$ cat src/design/vchop_pkg.sv
// Overview of operation
// - Voltage mode below lower velocity threshold
// - Keep last amplitude while current chopping
// - Auto scaling select picks fixed or regulated
// - Chop rate select picks one of four spans, two periods each
// - Zero gain disables voltage mode entirely
// - Fixed amplitude: fixed value, re-entry limit
// - Standstill option: normal, standstill_option, brake LS/HS
// - Standstill option waits for zero delays
// - Zero target current freezes the regulation
// - Regulated scale readable, frozen outside voltage
// - Zero slow decay time switches driver off
// - Blank time 16, 24, 36, 54 cycles
// - Run/hold current is regulation target only when auto
// - Open-load flags show nominal current not reached
// - Interrupted coil holds its open-load flag
// - Gain is proportional coefficient of regulator
// - Auto scaling starts regulating only at standstill
package vchop_pkg;
    // ------------------------------------------------------------
    // Register byte offsets
    // ------------------------------------------------------------
    localparam logic [7:0] OFS_CTRL = 8'h00;
    localparam logic [7:0] OFS_CURRENT = 8'h04;
    localparam logic [7:0] OFS_COOL_THRS = 8'h08;
    localparam logic [7:0] OFS_HIGH_THRS = 8'h0C;
    localparam logic [7:0] OFS_ZERO_WAIT = 8'h10;
    localparam logic [7:0] OFS_STATUS = 8'h14;
    // ------------------------------------------------------------
    // Field positions and reset values
    // ------------------------------------------------------------
    localparam int CTRL_AUTO = 0;
    localparam int CTRL_RATE = 2;
    localparam int CTRL_GAIN = 4;
    localparam int CTRL_AMPL = 8;
    localparam int CTRL_STILL = 16;
    localparam int CTRL_SLOW_DECAY_TIME = 18;
    localparam int CTRL_TBL = 22;
    localparam int CUR_HOLD = 0;
    localparam int CUR_RUN = 8;
    localparam int CUR_HDLY = 16;
    localparam logic [31:0] CTRL_RST = 32'h0000_0000;
    localparam logic [31:0] CURRENT_RST = 32'h0000_1F00;
    localparam logic [31:0] THRS_RST = 32'h0000_0000;
    localparam logic [31:0] ZERO_WAIT_RST = 32'h0000_0000;
    localparam int HDLY_SHIFT = 4;
    localparam int FULLSTEP_MISS_LIMIT = 4;
    // ------------------------------------------------------------
    // Cycle counts
    // ------------------------------------------------------------
    localparam logic [10:0] SPAN_SEL0 = 11'd1024;
    localparam logic [10:0] SPAN_SEL1 = 11'd683;
    localparam logic [10:0] SPAN_SEL2 = 11'd512;
    localparam logic [10:0] SPAN_SEL3 = 11'd410;
    localparam logic [5:0] BLANK_SEL0 = 6'd16;
    localparam logic [5:0] BLANK_SEL1 = 6'd24;
    localparam logic [5:0] BLANK_SEL2 = 6'd36;
    localparam logic [5:0] BLANK_SEL3 = 6'd54;
    // ------------------------------------------------------------
    // Modes
    // ------------------------------------------------------------
    typedef enum logic [1:0] {
        CM_OFF = 2'b00,
        CM_VOLT = 2'b01,
        CM_CURR = 2'b11,
        CM_STILL = 2'b10
    } chop_mode_t;
    typedef enum logic [2:0] {
        BR_OFF = 3'h0,
        BR_VOLT_PWM = 3'h1,
        BR_CURR_CHOP = 3'h2,
        BR_STANDSTILL_OPTION = 3'h3,
        BR_SHORT_LS = 3'h4,
        BR_SHORT_HS = 3'h5
    } bridge_t;
endpackage

$ cat src/design/chop_period_divider.sv
`timescale 1ns/1ps
module chop_period_divider
    import vchop_pkg::*;
(
    input wire logic pclk,
    input wire logic presetn,
    input wire logic [1:0] rate_sel,
    output logic tick
);
    logic [10:0] cnt_r;
    logic [10:0] span;
    logic [10:0] half;

    // ------------------------------------------------------------
    // Two chopper periods per span, odd spans split unevenly
    // ------------------------------------------------------------
    always_comb
    begin
        unique case (rate_sel)
            2'd0: span = SPAN_SEL0;
            2'd1: span = SPAN_SEL1;
            2'd2: span = SPAN_SEL2;
            2'd3: span = SPAN_SEL3;
        endcase
        half = span >> 1;
    end

    // Wraps early if a smaller span is chosen mid-count
    always_ff @(posedge pclk or negedge presetn)
    begin
        if (!presetn)
        begin
            cnt_r <= 11'h000;
            tick <= 1'b0;
        end
        else
        begin
            tick <= (cnt_r == half - 11'd1) || (cnt_r >= span - 11'd1);
            cnt_r <= (cnt_r >= span - 11'd1) ? 11'h000 : cnt_r + 11'd1;
        end
    end
endmodule // chop_period_divider

$ cat src/design/amplitude_regulator.sv
`timescale 1ns/1ps
module amplitude_regulator
    import vchop_pkg::*;
(
    input wire logic pclk,
    input wire logic presetn,
    input wire logic tick,
    input wire logic run_en,
    input wire logic load_fixed,
    input wire logic clamp_en,
    input wire logic [7:0] fixed_amp,
    input wire logic [3:0] gain,
    input wire logic [7:0] target,
    input wire logic [7:0] measured,
    output logic [7:0] scale
);
    // ------------------------------------------------------------
    // Proportional step, saturated to the 8-bit scale
    // ------------------------------------------------------------
    function automatic logic [7:0] p_step(input logic [7:0] cur, input logic [7:0] tgt,
                                          input logic [7:0] meas, input logic [3:0] g);
        logic signed [9:0] err;
        logic signed [14:0] prod;
        logic signed [14:0] sum;
        err = $signed({2'b00, tgt}) - $signed({2'b00, meas});
        prod = (15'(err) * $signed({11'h000, g})) >>> 3;
        sum = $signed({7'h00, cur}) + prod;
        if (sum < 0)
            p_step = 8'h00;
        else if (sum > 15'sd255)
            p_step = 8'hFF;
        else
            p_step = sum[7:0];
    endfunction

    // Holds its value whenever nothing asks it to move
    always_ff @(posedge pclk or negedge presetn)
    begin
        if (!presetn)
            scale <= 8'h00;
        else if (load_fixed)
            scale <= fixed_amp;
        else if (clamp_en && scale > fixed_amp)
            scale <= fixed_amp;
        else if (run_en && tick)
            scale <= p_step(scale, target, measured, gain);
    end
endmodule // amplitude_regulator

$ cat src/design/voltage_chopper_mode_control.sv
// The register offsets and the APB interface to the registers were left to the implementer.
`timescale 1ns/1ps
module voltage_chopper_mode_control
    import vchop_pkg::*;
#(
    parameter int VEL_W = 23
)
(
    input wire logic pclk,
    input wire logic presetn,
    input wire logic psel,
    input wire logic penable,
    input wire logic pwrite,
    input wire logic [7:0] paddr,
    input wire logic [31:0] pwdata,
    output logic [31:0] prdata,
    output logic pready,
    output logic pslverr,
    input wire logic [VEL_W-1:0] ramp_velocity,
    input wire logic velocity_update,
    input wire logic standstill,
    input wire logic fullstep,
    input wire logic [7:0] measured_current,
    input wire logic coil_a_reached,
    input wire logic coil_b_reached,
    input wire logic coil_a_interrupted,
    input wire logic coil_b_interrupted,
    output vchop_pkg::bridge_t bridge_state_r,
    output logic voltage_mode_r,
    output logic [7:0] pwm_amplitude_r,
    output logic blank_r,
    output logic period_tick_r,
    output logic open_load_coil_a,
    output logic open_load_coil_b
);
    import vchop_pkg::*;

    if (VEL_W < 1 || VEL_W > 32)
    begin : g_vel_w_check
        $error("VEL_W must be 1 to 32");
    end

    // ------------------------------------------------------------
    // Register file over APB, zero wait states
    // ------------------------------------------------------------
    logic [31:0] ctrl_r;
    logic [31:0] current_r;
    logic [VEL_W-1:0] cool_threshold_velocity;
    logic [VEL_W-1:0] high_velocity_threshold;
    logic [15:0] zero_wait_delay;
    logic [7:0] scale;
    chop_mode_t state_r;
    chop_mode_t state_nxt;
    logic mapped;
    logic wr_en;

    wire logic autoscale = ctrl_r[CTRL_AUTO];
    wire logic [1:0] chop_rate_select = ctrl_r[CTRL_RATE +: 2];
    wire logic [3:0] regulator_gain = ctrl_r[CTRL_GAIN +: 4];
    wire logic [7:0] fixed_amplitude = ctrl_r[CTRL_AMPL +: 8];
    wire logic [1:0] standstill_option = ctrl_r[CTRL_STILL +: 2];
    wire logic [3:0] slow_decay_time = ctrl_r[CTRL_SLOW_DECAY_TIME +: 4];
    wire logic [1:0] blank_time_select = ctrl_r[CTRL_TBL +: 2];
    wire logic [4:0] hold_current = current_r[CUR_HOLD +: 5];
    wire logic [4:0] run_current = current_r[CUR_RUN +: 5];
    wire logic [3:0] hold_ramp_delay = current_r[CUR_HDLY +: 4];

    assign mapped = (paddr == OFS_CTRL) || (paddr == OFS_CURRENT) ||
                    (paddr == OFS_COOL_THRS) || (paddr == OFS_HIGH_THRS) ||
                    (paddr == OFS_ZERO_WAIT) || (paddr == OFS_STATUS);
    assign wr_en = psel && penable && pready && pwrite && mapped;

    always_ff @(posedge pclk or negedge presetn)
    begin
        if (!presetn)
        begin
            pready <= 1'b0;
            pslverr <= 1'b0;
            prdata <= 32'h0000_0000;
        end
        else
        begin
            pready <= psel && !penable;
            pslverr <= psel && !penable && !mapped;
            if (psel && !penable && !pwrite)
            begin
                unique case (paddr)
                    OFS_CTRL: prdata <= ctrl_r;
                    OFS_CURRENT: prdata <= current_r;
                    OFS_COOL_THRS: prdata <= 32'(cool_threshold_velocity);
                    OFS_HIGH_THRS: prdata <= 32'(high_velocity_threshold);
                    OFS_ZERO_WAIT: prdata <= {16'h0000, zero_wait_delay};
                    OFS_STATUS: prdata <= {18'h00000, bridge_state_r, open_load_coil_b,
                                           open_load_coil_a, voltage_mode_r, scale};
                    default: prdata <= 32'h0000_0000;
                endcase
            end
        end
    end

    // Reserved bits are not stored and read as zero
    always_ff @(posedge pclk or negedge presetn)
    begin
        if (!presetn)
        begin
            ctrl_r <= CTRL_RST;
            current_r <= CURRENT_RST;
            cool_threshold_velocity <= VEL_W'(THRS_RST);
            high_velocity_threshold <= VEL_W'(THRS_RST);
            zero_wait_delay <= ZERO_WAIT_RST[15:0];
        end
        else if (wr_en)
        begin
            unique case (paddr)
                OFS_CTRL: ctrl_r <= {8'h00, pwdata[23:2], 1'h0, pwdata[0]};
                OFS_CURRENT: current_r <= {12'h000, pwdata[19:16], 3'h0, pwdata[12:8],
                                           3'h0, pwdata[4:0]};
                OFS_COOL_THRS: cool_threshold_velocity <= pwdata[VEL_W-1:0];
                OFS_HIGH_THRS: high_velocity_threshold <= pwdata[VEL_W-1:0];
                OFS_ZERO_WAIT: zero_wait_delay <= pwdata[15:0];
                default: ctrl_r <= ctrl_r;
            endcase
        end
    end

    // ------------------------------------------------------------
    // Period divider and blank window
    // ------------------------------------------------------------
    logic tick;
    logic [5:0] blank_cnt_r;
    logic [5:0] blank_len;

    chop_period_divider u_div (
        .pclk(pclk),
        .presetn(presetn),
        .rate_sel(chop_rate_select),
        .tick(tick)
    );

    always_comb
    begin
        unique case (blank_time_select)
            2'd0: blank_len = BLANK_SEL0;
            2'd1: blank_len = BLANK_SEL1;
            2'd2: blank_len = BLANK_SEL2;
            2'd3: blank_len = BLANK_SEL3;
        endcase
    end

    always_ff @(posedge pclk or negedge presetn)
    begin
        if (!presetn)
        begin
            blank_cnt_r <= 6'h00;
            blank_r <= 1'b0;
            period_tick_r <= 1'b0;
        end
        else
        begin
            period_tick_r <= tick;
            if (tick)
            begin
                blank_cnt_r <= blank_len - 6'd1;
                blank_r <= 1'b1;
            end
            else
            begin
                blank_cnt_r <= (blank_cnt_r != 6'h00) ? blank_cnt_r - 6'd1 : 6'h00;
                blank_r <= blank_cnt_r != 6'h00;
            end
        end
    end

    // ------------------------------------------------------------
    // Velocity decision and standstill delay
    // ------------------------------------------------------------
    logic want_volt_r;
    logic [20:0] still_cnt_r;
    logic still_done_r;
    logic started_r;
    wire logic [VEL_W-1:0] vlimit = (cool_threshold_velocity < high_velocity_threshold) ?
                                    cool_threshold_velocity : high_velocity_threshold;
    wire logic [20:0] still_limit = {5'h00, zero_wait_delay} +
                                    21'({hold_ramp_delay, HDLY_SHIFT'(0)});

    // Sampled only on an update; switching waits for a period edge
    always_ff @(posedge pclk or negedge presetn)
    begin
        if (!presetn)
            want_volt_r <= 1'b0;
        else if (velocity_update)
            want_volt_r <= ramp_velocity < vlimit;
    end

    always_ff @(posedge pclk or negedge presetn)
    begin
        if (!presetn)
        begin
            still_cnt_r <= 21'h000000;
            still_done_r <= 1'b0;
        end
        else if (!standstill)
        begin
            still_cnt_r <= 21'h000000;
            still_done_r <= 1'b0;
        end
        else if (tick && !still_done_r)
        begin
            still_cnt_r <= still_cnt_r + 21'd1;
            still_done_r <= still_cnt_r + 21'd1 >= still_limit;
        end
    end

    // ------------------------------------------------------------
    // Chopper mode state machine
    // ------------------------------------------------------------
    wire logic drv_dis = (regulator_gain == 4'h0) || (slow_decay_time == 4'h0);
    wire logic still_ok = still_done_r && hold_current == 5'h00 && standstill_option != 2'd0;

    always_comb
    begin
        state_nxt = state_r;
        if (regulator_gain == 4'h0)
            state_nxt = CM_OFF;
        else if (tick)
        begin
            unique case (state_r)
                CM_OFF: state_nxt = want_volt_r ? CM_VOLT : CM_CURR;
                CM_VOLT: state_nxt = !want_volt_r ? CM_CURR : (still_ok ? CM_STILL : CM_VOLT);
                CM_CURR: state_nxt = want_volt_r ? CM_VOLT : CM_CURR;
                CM_STILL: state_nxt = still_ok ? CM_STILL : CM_VOLT;
            endcase
        end
    end

    always_ff @(posedge pclk or negedge presetn)
    begin
        if (!presetn)
            state_r <= CM_OFF;
        else
            state_r <= state_nxt;
    end

    // Regulation starts at standstill, then runs in motion too
    always_ff @(posedge pclk or negedge presetn)
    begin
        if (!presetn)
            started_r <= 1'b0;
        else if (regulator_gain == 4'h0 || !autoscale)
            started_r <= 1'b0;
        else if (state_r == CM_VOLT && standstill)
            started_r <= 1'b1;
    end

    // ------------------------------------------------------------
    // Amplitude regulation
    // ------------------------------------------------------------
    wire logic [4:0] target_cur = still_done_r ? hold_current : run_current;
    wire logic [7:0] target8 = {target_cur, 3'h0};
    wire logic reentry = state_r == CM_CURR && state_nxt == CM_VOLT;
    wire logic reg_run = state_r == CM_VOLT && autoscale && started_r && target_cur != 5'h00;

    amplitude_regulator u_reg (
        .pclk(pclk),
        .presetn(presetn),
        .tick(tick),
        .run_en(reg_run),
        .load_fixed(state_r == CM_VOLT && !autoscale),
        .clamp_en(reentry && autoscale),
        .fixed_amp(fixed_amplitude),
        .gain(regulator_gain),
        .target(target8),
        .measured(measured_current),
        .scale(scale)
    );

    always_ff @(posedge pclk or negedge presetn)
    begin
        if (!presetn)
        begin
            bridge_state_r <= BR_OFF;
            voltage_mode_r <= 1'b0;
            pwm_amplitude_r <= 8'h00;
        end
        else
        begin
            voltage_mode_r <= state_r == CM_VOLT || state_r == CM_STILL;
            pwm_amplitude_r <= (state_r == CM_VOLT) ? scale : 8'h00;
            if (slow_decay_time == 4'h0)
                bridge_state_r <= BR_OFF;
            else
            begin
                unique case (state_r)
                    CM_OFF: bridge_state_r <= BR_CURR_CHOP;
                    CM_VOLT: bridge_state_r <= BR_VOLT_PWM;
                    CM_CURR: bridge_state_r <= BR_CURR_CHOP;
                    CM_STILL: bridge_state_r <= (standstill_option == 2'd1) ? BR_STANDSTILL_OPTION :
                                                (standstill_option == 2'd2) ? BR_SHORT_LS :
                                                BR_SHORT_HS;
                endcase
            end
        end
    end

    // ------------------------------------------------------------
    // Open-load flags
    // ------------------------------------------------------------
    logic [2:0] miss_cnt_r;
    wire logic both_reached = coil_a_reached && coil_b_reached;
    wire logic miss_all = miss_cnt_r >= 3'(FULLSTEP_MISS_LIMIT);

    always_ff @(posedge pclk or negedge presetn)
    begin
        if (!presetn)
            miss_cnt_r <= 3'h0;
        else if (!voltage_mode_r || both_reached)
            miss_cnt_r <= 3'h0;
        else if (fullstep && !miss_all)
            miss_cnt_r <= miss_cnt_r + 3'd1;
    end

    always_ff @(posedge pclk or negedge presetn)
    begin
        if (!presetn)
        begin
            open_load_coil_a <= 1'b0;
            open_load_coil_b <= 1'b0;
        end
        else
        begin
            open_load_coil_a <= coil_a_interrupted ||
                                (voltage_mode_r && (!coil_a_reached || miss_all));
            open_load_coil_b <= coil_b_interrupted ||
                                (voltage_mode_r && (!coil_b_reached || miss_all));
        end
    end
endmodule // voltage_chopper_mode_control

$ cat config.mk
export PLATFORM = sky130hd
export DESIGN_NAME = voltage_chopper_mode_control
export DESIGN_NICKNAME = d
export VERILOG_FILES = /design/src/design/vchop_pkg.sv /design/src/design/chop_period_divider.sv /design/src/design/amplitude_regulator.sv /design/src/design/voltage_chopper_mode_control.sv
export SDC_FILE = /design/constraint.sdc
export NUM_CORES = 1
export LEC_CHECK = 0
export BUFFER_PORTS_ARGS = -buffer_cell sky130_fd_sc_hd__buf_4
export CAP_MARGIN = 0
export CORE_ASPECT_RATIO = 1.5
export CORE_UTILIZATION = 65
export DETAILED_ROUTE_END_ITERATION = 8
export GPL_TIMING_DRIVEN = 0
export PLACE_DENSITY = 0.9
export SLEW_MARGIN = 15
export SYNTH_ARGS = -nofsm -noshare
export SYNTH_HDL_FRONTEND = slang
export SYNTH_HIERARCHICAL = 1
export SYNTH_SLANG_ARGS = --single-unit
$ cat constraint.sdc
create_clock -name pclk -period 9.46 [get_ports pclk]
set_input_delay 0.473 -clock pclk [delete_from_list [all_inputs] [get_ports pclk]]
set_output_delay 0.473 -clock pclk [all_outputs]
set_load 0.005 [all_outputs]
# Yosys cells after proc, flatten, opt, wreduce, memory -nomap -nowiden
# Cells that the tools add are included.
# totals
wordCells	160
output_inout_bits	50
reg_bits	204
# classes
reduce_logical	64
n_mul	1
muxes	33
n_addsub	10
order_cmp	8
eq_ne	19
# op_table
operator	count
24-bit one-hot mux with 6 select lines	1
8-bit two-way mux	6
23-bit < comparator	2
11-bit one-hot mux with 4 select lines	1
21-bit two-way mux	2
6-bit one-hot mux with 4 select lines	1
1-bit logical AND	23
23-bit two-way mux	1
21-bit by 1-bit adder with 21-bit output, second input constant	1
21-bit by 17-bit greater-or-equal comparator with 1-bit output	1
16-bit by 8-bit adder with 17-bit output	1
8-bit by 4-bit == test with 1-bit output, second input constant	2
8-bit by 5-bit == test with 1-bit output, second input constant	2
2-bit == test, second input constant	7
9-bit by 5-bit multiplier with 14-bit output	1
13-bit by 9-bit greater-than comparator with 1-bit output, second input constant	1
1-bit logical OR	13
13-bit by 1-bit < comparator with 1-bit output, second input constant	1
9-bit by 11-bit adder with 12-bit output	1
3-bit two-way mux	4
6-bit two-way mux	2
6-bit by 1-bit subtractor with 6-bit output, second input constant	2
11-bit by 1-bit adder with 11-bit output, second input constant	1
11-bit == test	1
other kinds (27)	57

# Logic depth before layout (Yosys ltp)
# Gate-level depths: netlist of the first run.
# depth
depth_word	14
mapped_depth	27
ltp_nobuf	27

# Cells and area by module
# Netlist of the first run, hierarchy kept.
# modules_own_cells
mod	area_each_um2	cells_each	seq_area_each_um2	instances
voltage_chopper_mode_control	10341.2	970	4410.5	1
amplitude_regulator	2957.8	342	200.2	1
chop_period_divider	900.9	92	300.3	1

# Worst setup path before layout of the first run
# No wires, ideal clock.
# synth_path
path_type	reg-to-reg
startpoint	reg still_done_r
endpoint	reg u_reg.scale[2]
stages_incl_launch_ff	24
path_buffers	1
t_arrival_ns	5.914
setup_slack_ns	3.411
cell_sequence	dfrtp_1 clkbuf_1 mux2_2 ha_1 a21o_1 a21o_1 a21o_1 a21oi_1 mux2i_1 ha_1 fa_1 inv_1 fa_1 inv_1 ha_1 a21oi_1 a31oi_1 xor2_1 ha_1 nor4bb_1 nand4b_1 mux2_1 o21a_4 a2bb2oi_2
# synth_lines
element	line_no	source
start, declared	voltage_chopper_mode_control.sv:179	logic still_done_r;
start signal, assigned	voltage_chopper_mode_control.sv:210	still_done_r <= still_cnt_r + 21'd1 >= still_limit;
5-bit two-way mux *	voltage_chopper_mode_control.sv:258	wire logic [4:0] target_cur = still_done_r ? hold_current : run_current;
named net target_cur[0]	voltage_chopper_mode_control.sv:258	
8-bit by 8-bit subtractor with 9-bit output	amplitude_regulator.sv:25	err = $signed({2'b00, tgt}) - $signed({2'b00, meas});
9-bit by 5-bit multiplier with 14-bit output	amplitude_regulator.sv:26	prod = (15'(err) * $signed({11'h000, g})) >>> 3;
9-bit by 11-bit adder with 12-bit output	amplitude_regulator.sv:27	sum = $signed({7'h00, cur}) + prod;
13-bit by 9-bit greater-than comparator with 1-bit output	amplitude_regulator.sv:30	else if (sum > 15'sd255)
8-bit two-way mux	amplitude_regulator.sv:30	
8-bit two-way mux	amplitude_regulator.sv:28	if (sum < 0)
8-bit two-way mux	amplitude_regulator.sv:45	else if (run_en && tick)
8-bit two-way mux	amplitude_regulator.sv:43	else if (clamp_en && scale > fixed_amp)
8-bit two-way mux	amplitude_regulator.sv:41	else if (load_fixed)
end signal, assigned	amplitude_regulator.sv:42	scale <= fixed_amp;
end signal, assigned	amplitude_regulator.sv:44	scale <= fixed_amp;
end signal, assigned	amplitude_regulator.sv:46	scale <= p_step(scale, target, measured, gain);
end, declared	amplitude_regulator.sv:15	output logic [7:0] scale
# Mark *: on every way through the listed nets, which the timed path passes. The rest lies on a longest branch. The select of a mux whose other input is x is not followed.
# A chain may end at the register's enable or synchronous reset.

# Worst setup path in the final report of the first run
# Ends and elaborated chain as after synthesis.

==> results of run 1 <==
-- per-stage QoR --
stage          instances  setup slack, ns  area, um2  power (mW)  hold slack, ns
2_1_floorplan       1416             3.41      14200        1.05           0.177
3_3_place_gp        1800             2.86      15500        1.14           0.454
3_5_place_dp        1802             2.69      15500        1.16           0.371
4_1_cts             1835             2.67      16100        1.90           0.183
5_1_grt             1835             2.30      16100        1.97           0.190
6_report            1835             2.60      16100        1.90           0.189
-- flip-flops by register name, summed over array words and instances (netlist names), 8 cells and up --
| signal | cells |
|---|---|
| prdata | 24 |
| cool_threshold_velocity | 23 |
| ctrl_r | 23 |
| high_velocity_threshold | 23 |
| still_cnt_r | 21 |
| zero_wait_delay | 16 |
| current_r | 14 |
| u_div/cnt_r | 11 |
| pwm_amplitude_r | 8 |
| u_reg/scale | 8 |
-- synth_stat cells (4+ instances only) --
| cell type | n |
|---|---|
| and4_1 | 4 |
| mux2i_1 | 40 |
| mux2_1 | 55 |
| nand4_1 | 22 |
| dfrtp_1 | 191 |
| a21oi_1 | 49 |
| a41oi_1 | 4 |
| o31ai_1 | 6 |
| and3_1 | 10 |
| nand3_1 | 43 |
| a22o_1 | 12 |
| a2bb2oi_2 | 8 |
| a21boi_0 | 5 |
| a31oi_1 | 11 |
| fa_1 | 22 |
| a21o_1 | 21 |
| buf_4 | 14 |
| or2_2 | 4 |
| clkbuf_1 | 30 |
| a22oi_1 | 4 |
| nor3_1 | 29 |
| buf_6 | 4 |
| a222oi_1 | 12 |
| dfstp_2 | 5 |
| nand2b_1 | 22 |
| nor2_1 | 43 |
| o21a_1 | 12 |
| inv_1 | 110 |
| nor2b_1 | 18 |
| mux2_2 | 48 |
| o21ai_0 | 59 |
| a2111oi_0 | 4 |
| or3_1 | 4 |
| and2_2 | 5 |
| xnor2_1 | 38 |
| o21bai_1 | 5 |
| mux4_2 | 4 |
| nand2_1 | 115 |
| and2_1 | 43 |
| xor2_1 | 37 |
| a211oi_1 | 4 |
| nor4_1 | 8 |
| buf_2 | 7 |
| ha_1 | 133 |
| mux2_4 | 10 |
-- layout make-up --
class,instances,area share
flip-flops and latches,196,0.304
repair buffers,119,0.0585
multi-input cells,1052,0.534
clock inverters,13,0.0103
well taps,268,0.0208
clock buffers,19,0.0275
plain buffers,57,0.0189
inverters,111,0.0258
-- cell usage in the layout, fill, tap and decap left out, types with 5 or more instances in the layout --
| cell | count |
|---|---|
| a21boi_0 | 5 |
| a21o_1 | 21 |
| a21oi_1 | 49 |
| a222oi_1 | 12 |
| a22o_1 | 12 |
| a2bb2oi_2 | 8 |
| a31oi_1 | 11 |
| and2_1 | 43 |
| and2_2 | 5 |
| and3_1 | 10 |
| buf_2 | 7 |
| buf_4 | 129 |
| clkbuf_1 | 31 |
| clkbuf_16 | 17 |
| conb_1 | 15 |
| dfrtp_1 | 191 |
| dfstp_2 | 5 |
| fa_1 | 22 |
| ha_1 | 133 |
| inv_1 | 110 |
| inv_8 | 5 |
| mux2_1 | 55 |
| mux2_2 | 48 |
| mux2_4 | 10 |
| mux2i_1 | 40 |
| nand2_1 | 115 |
| nand2b_1 | 22 |
| nand3_1 | 43 |
| nand4_1 | 22 |
| nor2_1 | 43 |
| nor2b_1 | 18 |
| nor3_1 | 29 |
| nor4_1 | 8 |
| o21a_1 | 12 |
| o21ai_0 | 59 |
| o21bai_1 | 5 |
| o31ai_1 | 6 |
| xnor2_1 | 38 |
| xor2_1 | 37 |
-- worst min path at each step --
stage                            from                    endpoint  cells past startpoint
2_1_floorplan                 presetn    blank_cnt_r[0]$_DFF_PN0_                      0
3_3_place_gp   prdata[23]$_DFFE_PN0P_      prdata[23]$_DFFE_PN0P_                      2
3_5_place_dp                  presetn     period_tick_r$_DFF_PN0_                      1
4_1_cts            coil_b_interrupted  open_load_coil_b$_DFF_PN0_                      2
5_1_grt            coil_b_interrupted  open_load_coil_b$_DFF_PN0_                      2
6_report           coil_b_interrupted  open_load_coil_b$_DFF_PN0_                      2
-- routing by layer --
| layer | routed length [um] | share of wire |
|---|---|---|
| met5 | 0 | 0 |
| met4 | 3050 | 0.078 |
| met3 | 2650 | 0.068 |
| met2 | 19500 | 0.50 |
| met1 | 13900 | 0.36 |
-- logic make-up after synthesis --
logic type / share of synthesized area
compound gates: 0.128
buf+inv: 0.0508
fa+ha+maj: 0.148
flops: 0.346
other cells: 0.000793
xor+xnor: 0.0486
mux: 0.127
simple gates: 0.151
-- power breakdown --
part           internal, mW  switching, mW
clock network         0.386          0.366
registers             0.869         0.0411
logic                 0.106          0.129
==> results.json, run 1 <==
{
  "synth_top_area_cell": "dfrtp_1",
  "drc": 0,
  "drt_iter0_markers": 1027,
  "grt_util_met2": 0.626,
  "cts-buffers-inserted": 17,
  "cts_hold_buf": 1,
  "synth_area_mm2": 0.0142,
  "worstReg2RegEnd": "u_reg/scale[2]$_DFFE_PN0P_",
  "tightestPinTransition_ns": 0.945,
  "drt_wl_total_um": 39200,
  "ant_nets": 0,
  "grt_max_degree": 84,
  "path_class": "reg -> reg",
  "cts_tree": "done",
  "fin_skew_ns": 0.0128,
  "ys_warn_count": 6,
  "tns_ns": 0,
  "n_fill_cell": 1391,
  "cap_violations": 0,
  "synth_flop_cell": "dfrtp_1",
  "grt_pass1_vias": 12300,
  "powerDensity_mw_per_mm2": 118,
  "required_ns": 9.79,
  "syn_area_per_cell_um2": 10.1,
  "ctsRootBufferMaster": "clkbuf_16",
  "status": "finished, final reports clean",
  "cp_top_family": "adder cells",
  "num_io_pins": 133,
  "synth_cells": 1404,
  "crit_top_cell": "ha_1",
  "cts.clk_slew.worst_paths_ns": 0.08,
  "detail_route.wl_per_cell_um": 21.3,
  "fin_util": 0.760,
  "core-area_mm2": 0.0212,
  "ys_async_sr_fraction": 1.00,
  "grtUsageMet3": 0.0703,
  "ys_types": 97,
  "grt_use_met1": 0.406,
  "regArea_mm2": 0.00491,
  "dp_hpwl_um": 29500,
  "gp_congestion": 0.962,
  "crit_start": "still_done_r$_DFFE_PN0P_",
  "critPathLaunchType": "flop",
  "grt_overflow": 0,
  "max_freq_mhz": 146,
  "busiest_layer": "met2",
  "rows": 65,
  "critPathMaxStageDelay_ns": 0.52,
  "die-width_um": 123,
  "reg2reg_slack_ns": 2.60,
  "ff2ff_path_depth": 23,
  "slowest_stage": "fa_1",
  "cts_max_level": 4,
  "cts_resized": 0,
  "antennaDiodeCount": 0,
  "grt_setup_unrepaired": "no",
  "min_period_ns": 6.86,
  "cts_buffer_depth": 2,
  "io_buffers": 116,
  "path_max_fanout": 10,
  "fin_crit_sh": 0.726,
  "grt_first_pass_wirelength_um": 62300,
  "ir_worst_vdd_uv": 141,
  "final-hold-violation-count": 0,
  "die_h_um": 183,
  "die_area_mm2": 0.0225,
  "seq_area_frac_synth": 0.346,
  "critical_path_cell_count": 23,
  "initial_utilization": 0.669,
  "antenna_found_initial": 0,
  "ys_seq_elements": 196,
  "clkLatencyLatePin_ns": 0.46,
  "vias": 11800,
  "leakage_nw": 7.97,
  "final_max_slew_viol_count": 0,
  "cp.arrival_ns": 7.19,
  "multiInputGateArea_mm2": 0.00861,
  "path_cells": "clkbuf_1 -> mux2_2 -> ha_1 -> a21o_1 -> a21o_1 -> a21o_1 -> a21oi_1 -> mux2i_1 -> ha_1 -> fa_1 -> inv_1 -> fa_1 -> inv_1 -> ha_1 -> a21oi_1 -> a31oi_1 -> xor2_1 -> ha_1 -> nor4bb_1 -> nand4b_1 -> mux2_1 -> o21a_4 -> a2bb2oi_2",
  "worstSetupEndpoint": "u_reg/scale[2]$_DFFE_PN0P_",
  "globalRouteTotalUtil": 0.369,
  "first_pass_iters": 6,
  "finalNetCount": 1792,
  "synth_top_area_frac": 0.337,
  "r2r-start": "still_done_r$_DFFE_PN0P_",
  "setup_viol": 0,
  "synth_area_leaders": "dfrtp_1 34%, ha_1 12%, mux2_1 4.4%",
  "routed_via_density": 6.43,
  "cp_num_buf_inv": 3,
  "cts_setup_buffers": 0,
  "synth_edf_count": 0,
  "syn2layout_area_growth_pct": 13.6,
  "cts.sinks": 196,
  "drive_above_1_share": 0.180,
  "relSlewSlack": 0.370,
  "end_kind": "flop",
  "hp-class": "in -> reg"
}
No activity file was read; power rests on OpenSTA's default activity.
==> run 2: changes to the inputs <==
CORE_UTILIZATION = 55   (was 65)
PLACE_DENSITY = 0.82   (was 0.9)
clock period = 5.9 ns   (was 9.46 ns; I/O delays follow)
==> run 2 against run 1 <==
Sequential share of layout area fell by 0.73 points. First-iteration DRC count fell by 22%. Sequential cell count did not move. Setup slack got worse by 2.5 ns. Maximum frequency rose by 18%. Global-route usage fell by 6.5 points. Clock power rose by 66%. Non-clock buffer count rose by 12. Cell count rose by 3.9%. Clock-buffer cell count did not move. Worst hold slack got worse by 0.17 ns. Critical path type unchanged. Critical endpoint is now u_reg/scale[4]$_DFFE_PN0P_. Largest cell class unchanged. Largest power group unchanged. Highest routed layer unchanged.
==> results.json, run 2 (synthesis gave the netlist of run 1 again) <==
{
  "fin_crit_sh": 0.982,
  "cts_max_level": 4,
  "swShare": 0.269,
  "min_period_ns": 5.79,
  "grt_max_degree": 109,
  "net-switching-power_uw": 831,
  "grt_pass1_vias": 12000,
  "cts-buffers-inserted": 17,
  "end_kind": "flop",
  "syn2layout_area_growth_pct": 16.5,
  "ant_nets": 0,
  "critPathLaunchType": "flop",
  "final_max_slew_viol_count": 0,
  "cts_tree": "done",
  "num_io_pins": 133,
  "initial_utilization": 0.563,
  "setup_viol": 0,
  "drive_above_1_share": 0.203,
  "ir_worst_vdd_uv": 227,
  "hp-class": "in -> reg",
  "powerDensity_mw_per_mm2": 187,
  "drc": 0,
  "cts_buffer_depth": 2,
  "required_ns": 6.23,
  "grt_first_pass_wirelength_um": 61700,
  "largest_register_ffs": 24,
  "vias": 11700,
  "die_area_mm2": 0.0265,
  "finalNetCount": 1804,
  "layout_common_cells": "190 x dfrtp_1, 141 x buf_4, 125 x ha_1, 115 x nand2_1, 110 x inv_1",
  "clkLatencyLatePin_ns": 0.45,
  "drt_iter0_markers": 799,
  "cts.sinks": 196,
  "drt_wl_total_um": 38800,
  "path_class": "reg -> reg",
  "fin_skew_ns": 0.0166,
  "status": "finished, final reports clean",
  "gp_congestion": 0.962,
  "detail_route.wl_per_cell_um": 20.4,
  "dpl-instance-area_mm2": 0.0156,
  "clkPwrFrac": 0.405,
  "relSlewSlack": 0.408,
  "die-width_um": 133,
  "antenna_found_initial": 0,
  "intPower_mw": 2.26,
  "routed_via_density": 6.13,
  "regMostFlops": "prdata",
  "max_freq_mhz": 173,
  "cap_violations": 0,
  "die_h_um": 199,
  "fin_util": 0.655,
  "p_seq_frac": 0.473,
  "path_max_fanout": 8,
  "grt_overflow": 0,
  "comb_power_share": 0.123,
  "rows": 71,
  "final_common_cell": "dfrtp_1",
  "antennaDiodeCount": 0,
  "final-hold-violation-count": 0,
  "ctsRootBufferMaster": "clkbuf_16",
  "io_buffers": 116,
  "globalRouteTotalUtil": 0.304,
  "cts.clk_slew.worst_paths_ns": 0.08,
  "dp_hpwl_um": 29800,
  "leakage_nw": 8.05,
  "stdcell_area_mm2": 0.0165,
  "cp.arrival_ns": 6.12,
  "tightestPinTransition_ns": 0.888,
  "first_pass_iters": 8,
  "core-area_mm2": 0.0252
}
run 2: worst paths after layout:
check	startpoint	endpoint	slack, ns	cells past startpoint
worst max-delay path	still_done_r$_DFFE_PN0P_	u_reg/scale[4]$_DFFE_PN0P_	0.11	21
worst min-delay path	coil_a_interrupted	open_load_coil_a$_DFF_PN0_	0.02	2
worst max register to register	still_done_r$_DFFE_PN0P_	u_reg/scale[4]$_DFFE_PN0P_	0.11	21
worst min register to register	prdata[17]$_DFFE_PN0P_	prdata[17]$_DFFE_PN0P_	0.49	2
max in group asynchronous	presetn	u_div/cnt_r[10]$_DFF_PN0_	4.49	3
min in group asynchronous	presetn	pwm_amplitude_r[1]$_DFF_PN0_	0.43	2
run 2: area by class of cell:
type                            instances  area [um2]
Multi-Input combinational cell       1052        8840
Fill cell                            1987        8690
Sequential cell                       196        4910
Timing Repair Buffer                  132        1030
Clock buffer                           19         443
Inverter                              111         417
Tap cell                              328         410
Buffer                                 56         302
Clock inverter                         13         186
run 2: per-layer routing:
metal  share of wire  global-route usage
met1            0.36               0.334
met5               0                   0
met3           0.060              0.0512
met4           0.072               0.215
met2            0.50               0.534
run 2: critical path, stage by stage (launching register included):
cell	delay, ns
dfrtp_2	0.48
mux2_4	0.36
ha_4	0.27
a21o_1	0.18
a21oi_2	0.15
nand2_1	0.09
xor2_2	0.18
and2_1	0.18
ha_1	0.31
fa_1	0.57
fa_1	0.46
ha_4	0.26
or2_2	0.31
a21oi_2	0.16
a31oi_2	0.07
xor2_1	0.17
ha_2	0.34
nor4bb_4	0.19
nand4b_1	0.16
mux2_1	0.33
o21a_4	0.26
a2bb2oi_2	0.18
run 2: power by group through the flow:
stage / registers [mW] / logic [mW] / clock network [mW]
after floorplan: 1.46 / 0.219 / 0
after global placement: 1.48 / 0.347 / 0
after detailed placement: 1.48 / 0.367 / 0
after CTS: 1.46 / 0.377 / 1.27
after global routing: 1.47 / 0.428 / 1.31
final: 1.46 / 0.379 / 1.25
run 2: what timing repair did:
| item | CTS | global route |
|---|---|---|
| pin swaps | 4 | 18 |
| hold buffers | 1 | 0 |
| setup endpoints to repair | 8 | 8 |
| hold endpoints to repair | 88 | 0 |
| setup buffers | 8 | 6 |
| gates resized for setup | 21 | 16 |
run 2: metrics by stage:
| step | worst slack (ns) | instances | TNS, ns | total power [mW] | hold slack (ns) |
|---|---|---|---|---|---|
| 6_report | 0.107 | 1907 | 0 | 3.09 | 0.0227 |
| 5_1_grt | -0.0440 | 1907 | -0.214 | 3.21 | 0.0172 |
| 4_1_cts | 0.0147 | 1901 | 0 | 3.10 | 0.00411 |
| 3_5_place_dp | -0.743 | 1861 | -5.77 | 1.85 | 0.342 |
| 3_3_place_gp | -0.538 | 1860 | -4.17 | 1.83 | 0.457 |
| 2_1_floorplan | 0.0261 | 1416 | 0 | 1.68 | -0.000591 |
==> run 3: changes to the inputs <==
RECOVER_POWER = 50   (was unset)
==> run 3 against run 2 <==
The run now ends with capacitance limit, slew limit left. Largest power group unchanged. Combinational power about the same. Die area unchanged. Sequential share of layout area grew 0.065 points. Via count decreased by 0.45%. Cell area fell by 0.22%.
==> results.json, run 3 (synthesis gave the netlist of run 1 again) <==
{
  "status": "complete, but fails checks",
  "failed_checks": "capacitance limit, slew limit",
  "reg2reg_slack_ns": 0.09,
  "slowest_stage": "fa_1",
  "antennaDiodeCount": 0,
  "end_kind": "flop",
  "die_h_um": 199,
  "rows": 71,
  "grt_overflow": 0,
  "drt_iter0_markers": 758,
  "min_period_ns": 5.81,
  "routed_via_density": 6.10,
  "final_common_cell": "dfrtp_1",
  "final_cells": 1907,
  "largest_register_ffs": 24,
  "n_fill_cell": 1998,
  "cp.arrival_ns": 6.14,
  "max_freq_mhz": 172,
  "leakage_nw": 7.99,
  "cts_tree": "done",
  "fin_util": 0.654,
  "path_cells": "mux2_4 -> ha_4 -> a21o_1 -> a21oi_2 -> nand2_1 -> xor2_2 -> and2_1 -> ha_1 -> fa_1 -> fa_1 -> ha_4 -> or2_2 -> a21oi_2 -> a31oi_2 -> xor2_1 -> ha_2 -> nor4bb_4 -> nand4b_1 -> mux2_1 -> o21a_4 -> a2bb2oi_2",
  "worstReg2RegEnd": "u_reg/scale[4]$_DFFE_PN0P_",
  "path_class": "reg -> reg",
  "layout_common_cells": "190 x dfrtp_1, 125 x ha_1, 115 x nand2_1, 110 x inv_1, 98 x buf_4",
  "cts.sinks": 196,
  "cts.clk_slew.worst_paths_ns": 0.08,
  "ctsRootBufferMaster": "clkbuf_16",
  "io_buffers": 116,
  "cts_buffer_depth": 2,
  "fin_skew_ns": 0.0152,
  "grt_pass1_vias": 12000,
  "path_max_fanout": 8,
  "finalWorstSetupSlack_ns": 0.0921,
  "drc": 0,
  "num_io_pins": 133,
  "finalNetCount": 1804,
  "drt_wl_total_um": 38800,
  "die-width_um": 133,
  "vias": 11600,
  "final-hold-violation-count": 0,
  "detail_route.wl_per_cell_um": 20.3,
  "critPathLaunchType": "flop",
  "relSlewSlack": -1.73,
  "ff2ff_path_depth": 21,
  "powerDensity_mw_per_mm2": 187,
  "cts-buffers-inserted": 17,
  "hold_ws_ns": 0.0220,
  "clkLatencyLatePin_ns": 0.45,
  "post-place-ws_ns": -0.743,
  "regMostFlops": "prdata",
  "cap_violations": 1,
  "first_pass_iters": 5,
  "dp_hpwl_um": 29800,
  "core-area_mm2": 0.0252,
  "tns_ns": 0,
  "drive_above_1_share": 0.198,
  "final_max_slew_viol_count": 89,
  "dp.cells": 1861,
  "ir_worst_vdd_uv": 228,
  "r2r-start": "still_done_r$_DFFE_PN0P_",
  "setup_viol": 0,
  "grt_first_pass_wirelength_um": 61700,
  "fin_crit_sh": 0.984,
  "hp-class": "in -> reg",
  "worstSetupEndpoint": "u_reg/scale[4]$_DFFE_PN0P_",
  "cts_max_level": 4,
  "antenna_found_initial": 0,
  "required_ns": 6.23,
  "critPathMaxStageDelay_ns": 0.57,
  "ant_nets": 0,
  "die_area_mm2": 0.0265,
  "initial_utilization": 0.563,
  "crit_start": "still_done_r$_DFFE_PN0P_",
  "grt_max_degree": 109,
  "tightestPinTransition_ns": 4.10,
  "gp_congestion": 0.962,
  "globalRouteTotalUtil": 0.304,
  "syn2layout_area_growth_pct": 16.2
}
## run 3: changes by cell type in the layout (fill, tap and decap cells not counted)
| cell | previous run | this run |
|---|---|---|
| nor3_4 | 1 | 0 |
| buf_8 | 1 | 0 |
| clkbuf_4 | 0 | 38 |
| and2_0 | 1 | 5 |
| clkbuf_1 | 30 | 36 |
| nor3_1 | 28 | 29 |
| and2_1 | 43 | 39 |
| buf_2 | 7 | 6 |
| buf_4 | 141 | 98 |
| clkdlybuf4s25_1 | 0 | 1 |
## run 3: area by class of cell
cell class              instances  area, um2  share of cell area
multi-input cells            1052       8830               0.535
flip-flops and latches        196       4910               0.298
repair buffers                132       1000              0.0609
clock buffers                  19        443              0.0268
inverters                     111        417              0.0253
well taps                     328        410              0.0249
plain buffers                  56        300              0.0182
clock inverters                13        186              0.0113
## run 3: through the flow
step,power (mW),instance area [um2]
2_1_floorplan,1.68,14300
3_3_place_gp,1.83,15500
3_5_place_dp,1.85,15600
4_1_cts,3.10,16400
5_1_grt,3.21,16500
6_report,3.09,16500
## run 3: timing repair
| action | in CTS | in global routing |
|---|---|---|
| pin swaps | 4 | 18 |
| hold endpoints to repair | 88 | 0 |
| hold buffers | 1 | 0 |
| gates resized for setup | 21 | 16 |
| buffers inserted | 8 | 6 |
| endpoints found under the setup margin | 8 | 8 |
## run 3: worst min path at each step
stage	startpoint	cells after the start	end	slack, ns
2_1_floorplan	presetn	0	blank_cnt_r[0]$_DFF_PN0_	-0.0006
3_3_place_gp	prdata[23]$_DFFE_PN0P_	2	prdata[23]$_DFFE_PN0P_	0.46
3_5_place_dp	presetn	1	blank_r$_DFF_PN0_	0.34
4_1_cts	coil_a_interrupted	2	open_load_coil_a$_DFF_PN0_	0.004
5_1_grt	coil_b_interrupted	2	open_load_coil_b$_DFF_PN0_	0.02
6_report	coil_a_interrupted	2	open_load_coil_a$_DFF_PN0_	0.02
## run 3: worst max-delay path, delay by kind of cell, from the launching register on
family / cells / cell delay (ns)
muxes: 2 / 0.69
adders and majority gates: 6 / 2.22
and+or+nand+nor: 5 / 0.94
xor gates and xnor gates: 2 / 0.35
AOI/OAI and AO/OA: 6 / 1.00
DFF: 1 / 0.48
## run 3: routing by layer
metal / global-route usage / routed length [um]
met5: 0 / 0
met4: 0.215 / 2930
met3: 0.0512 / 2230
met2: 0.534 / 19400
met1: 0.334 / 14200
## run 3: power breakdown
group | internal (mW) | switching [mW]
sequential | 1.39 | 0.0680
combinational | 0.172 | 0.207
clock | 0.695 | 0.553
total | 2.26 | 0.828
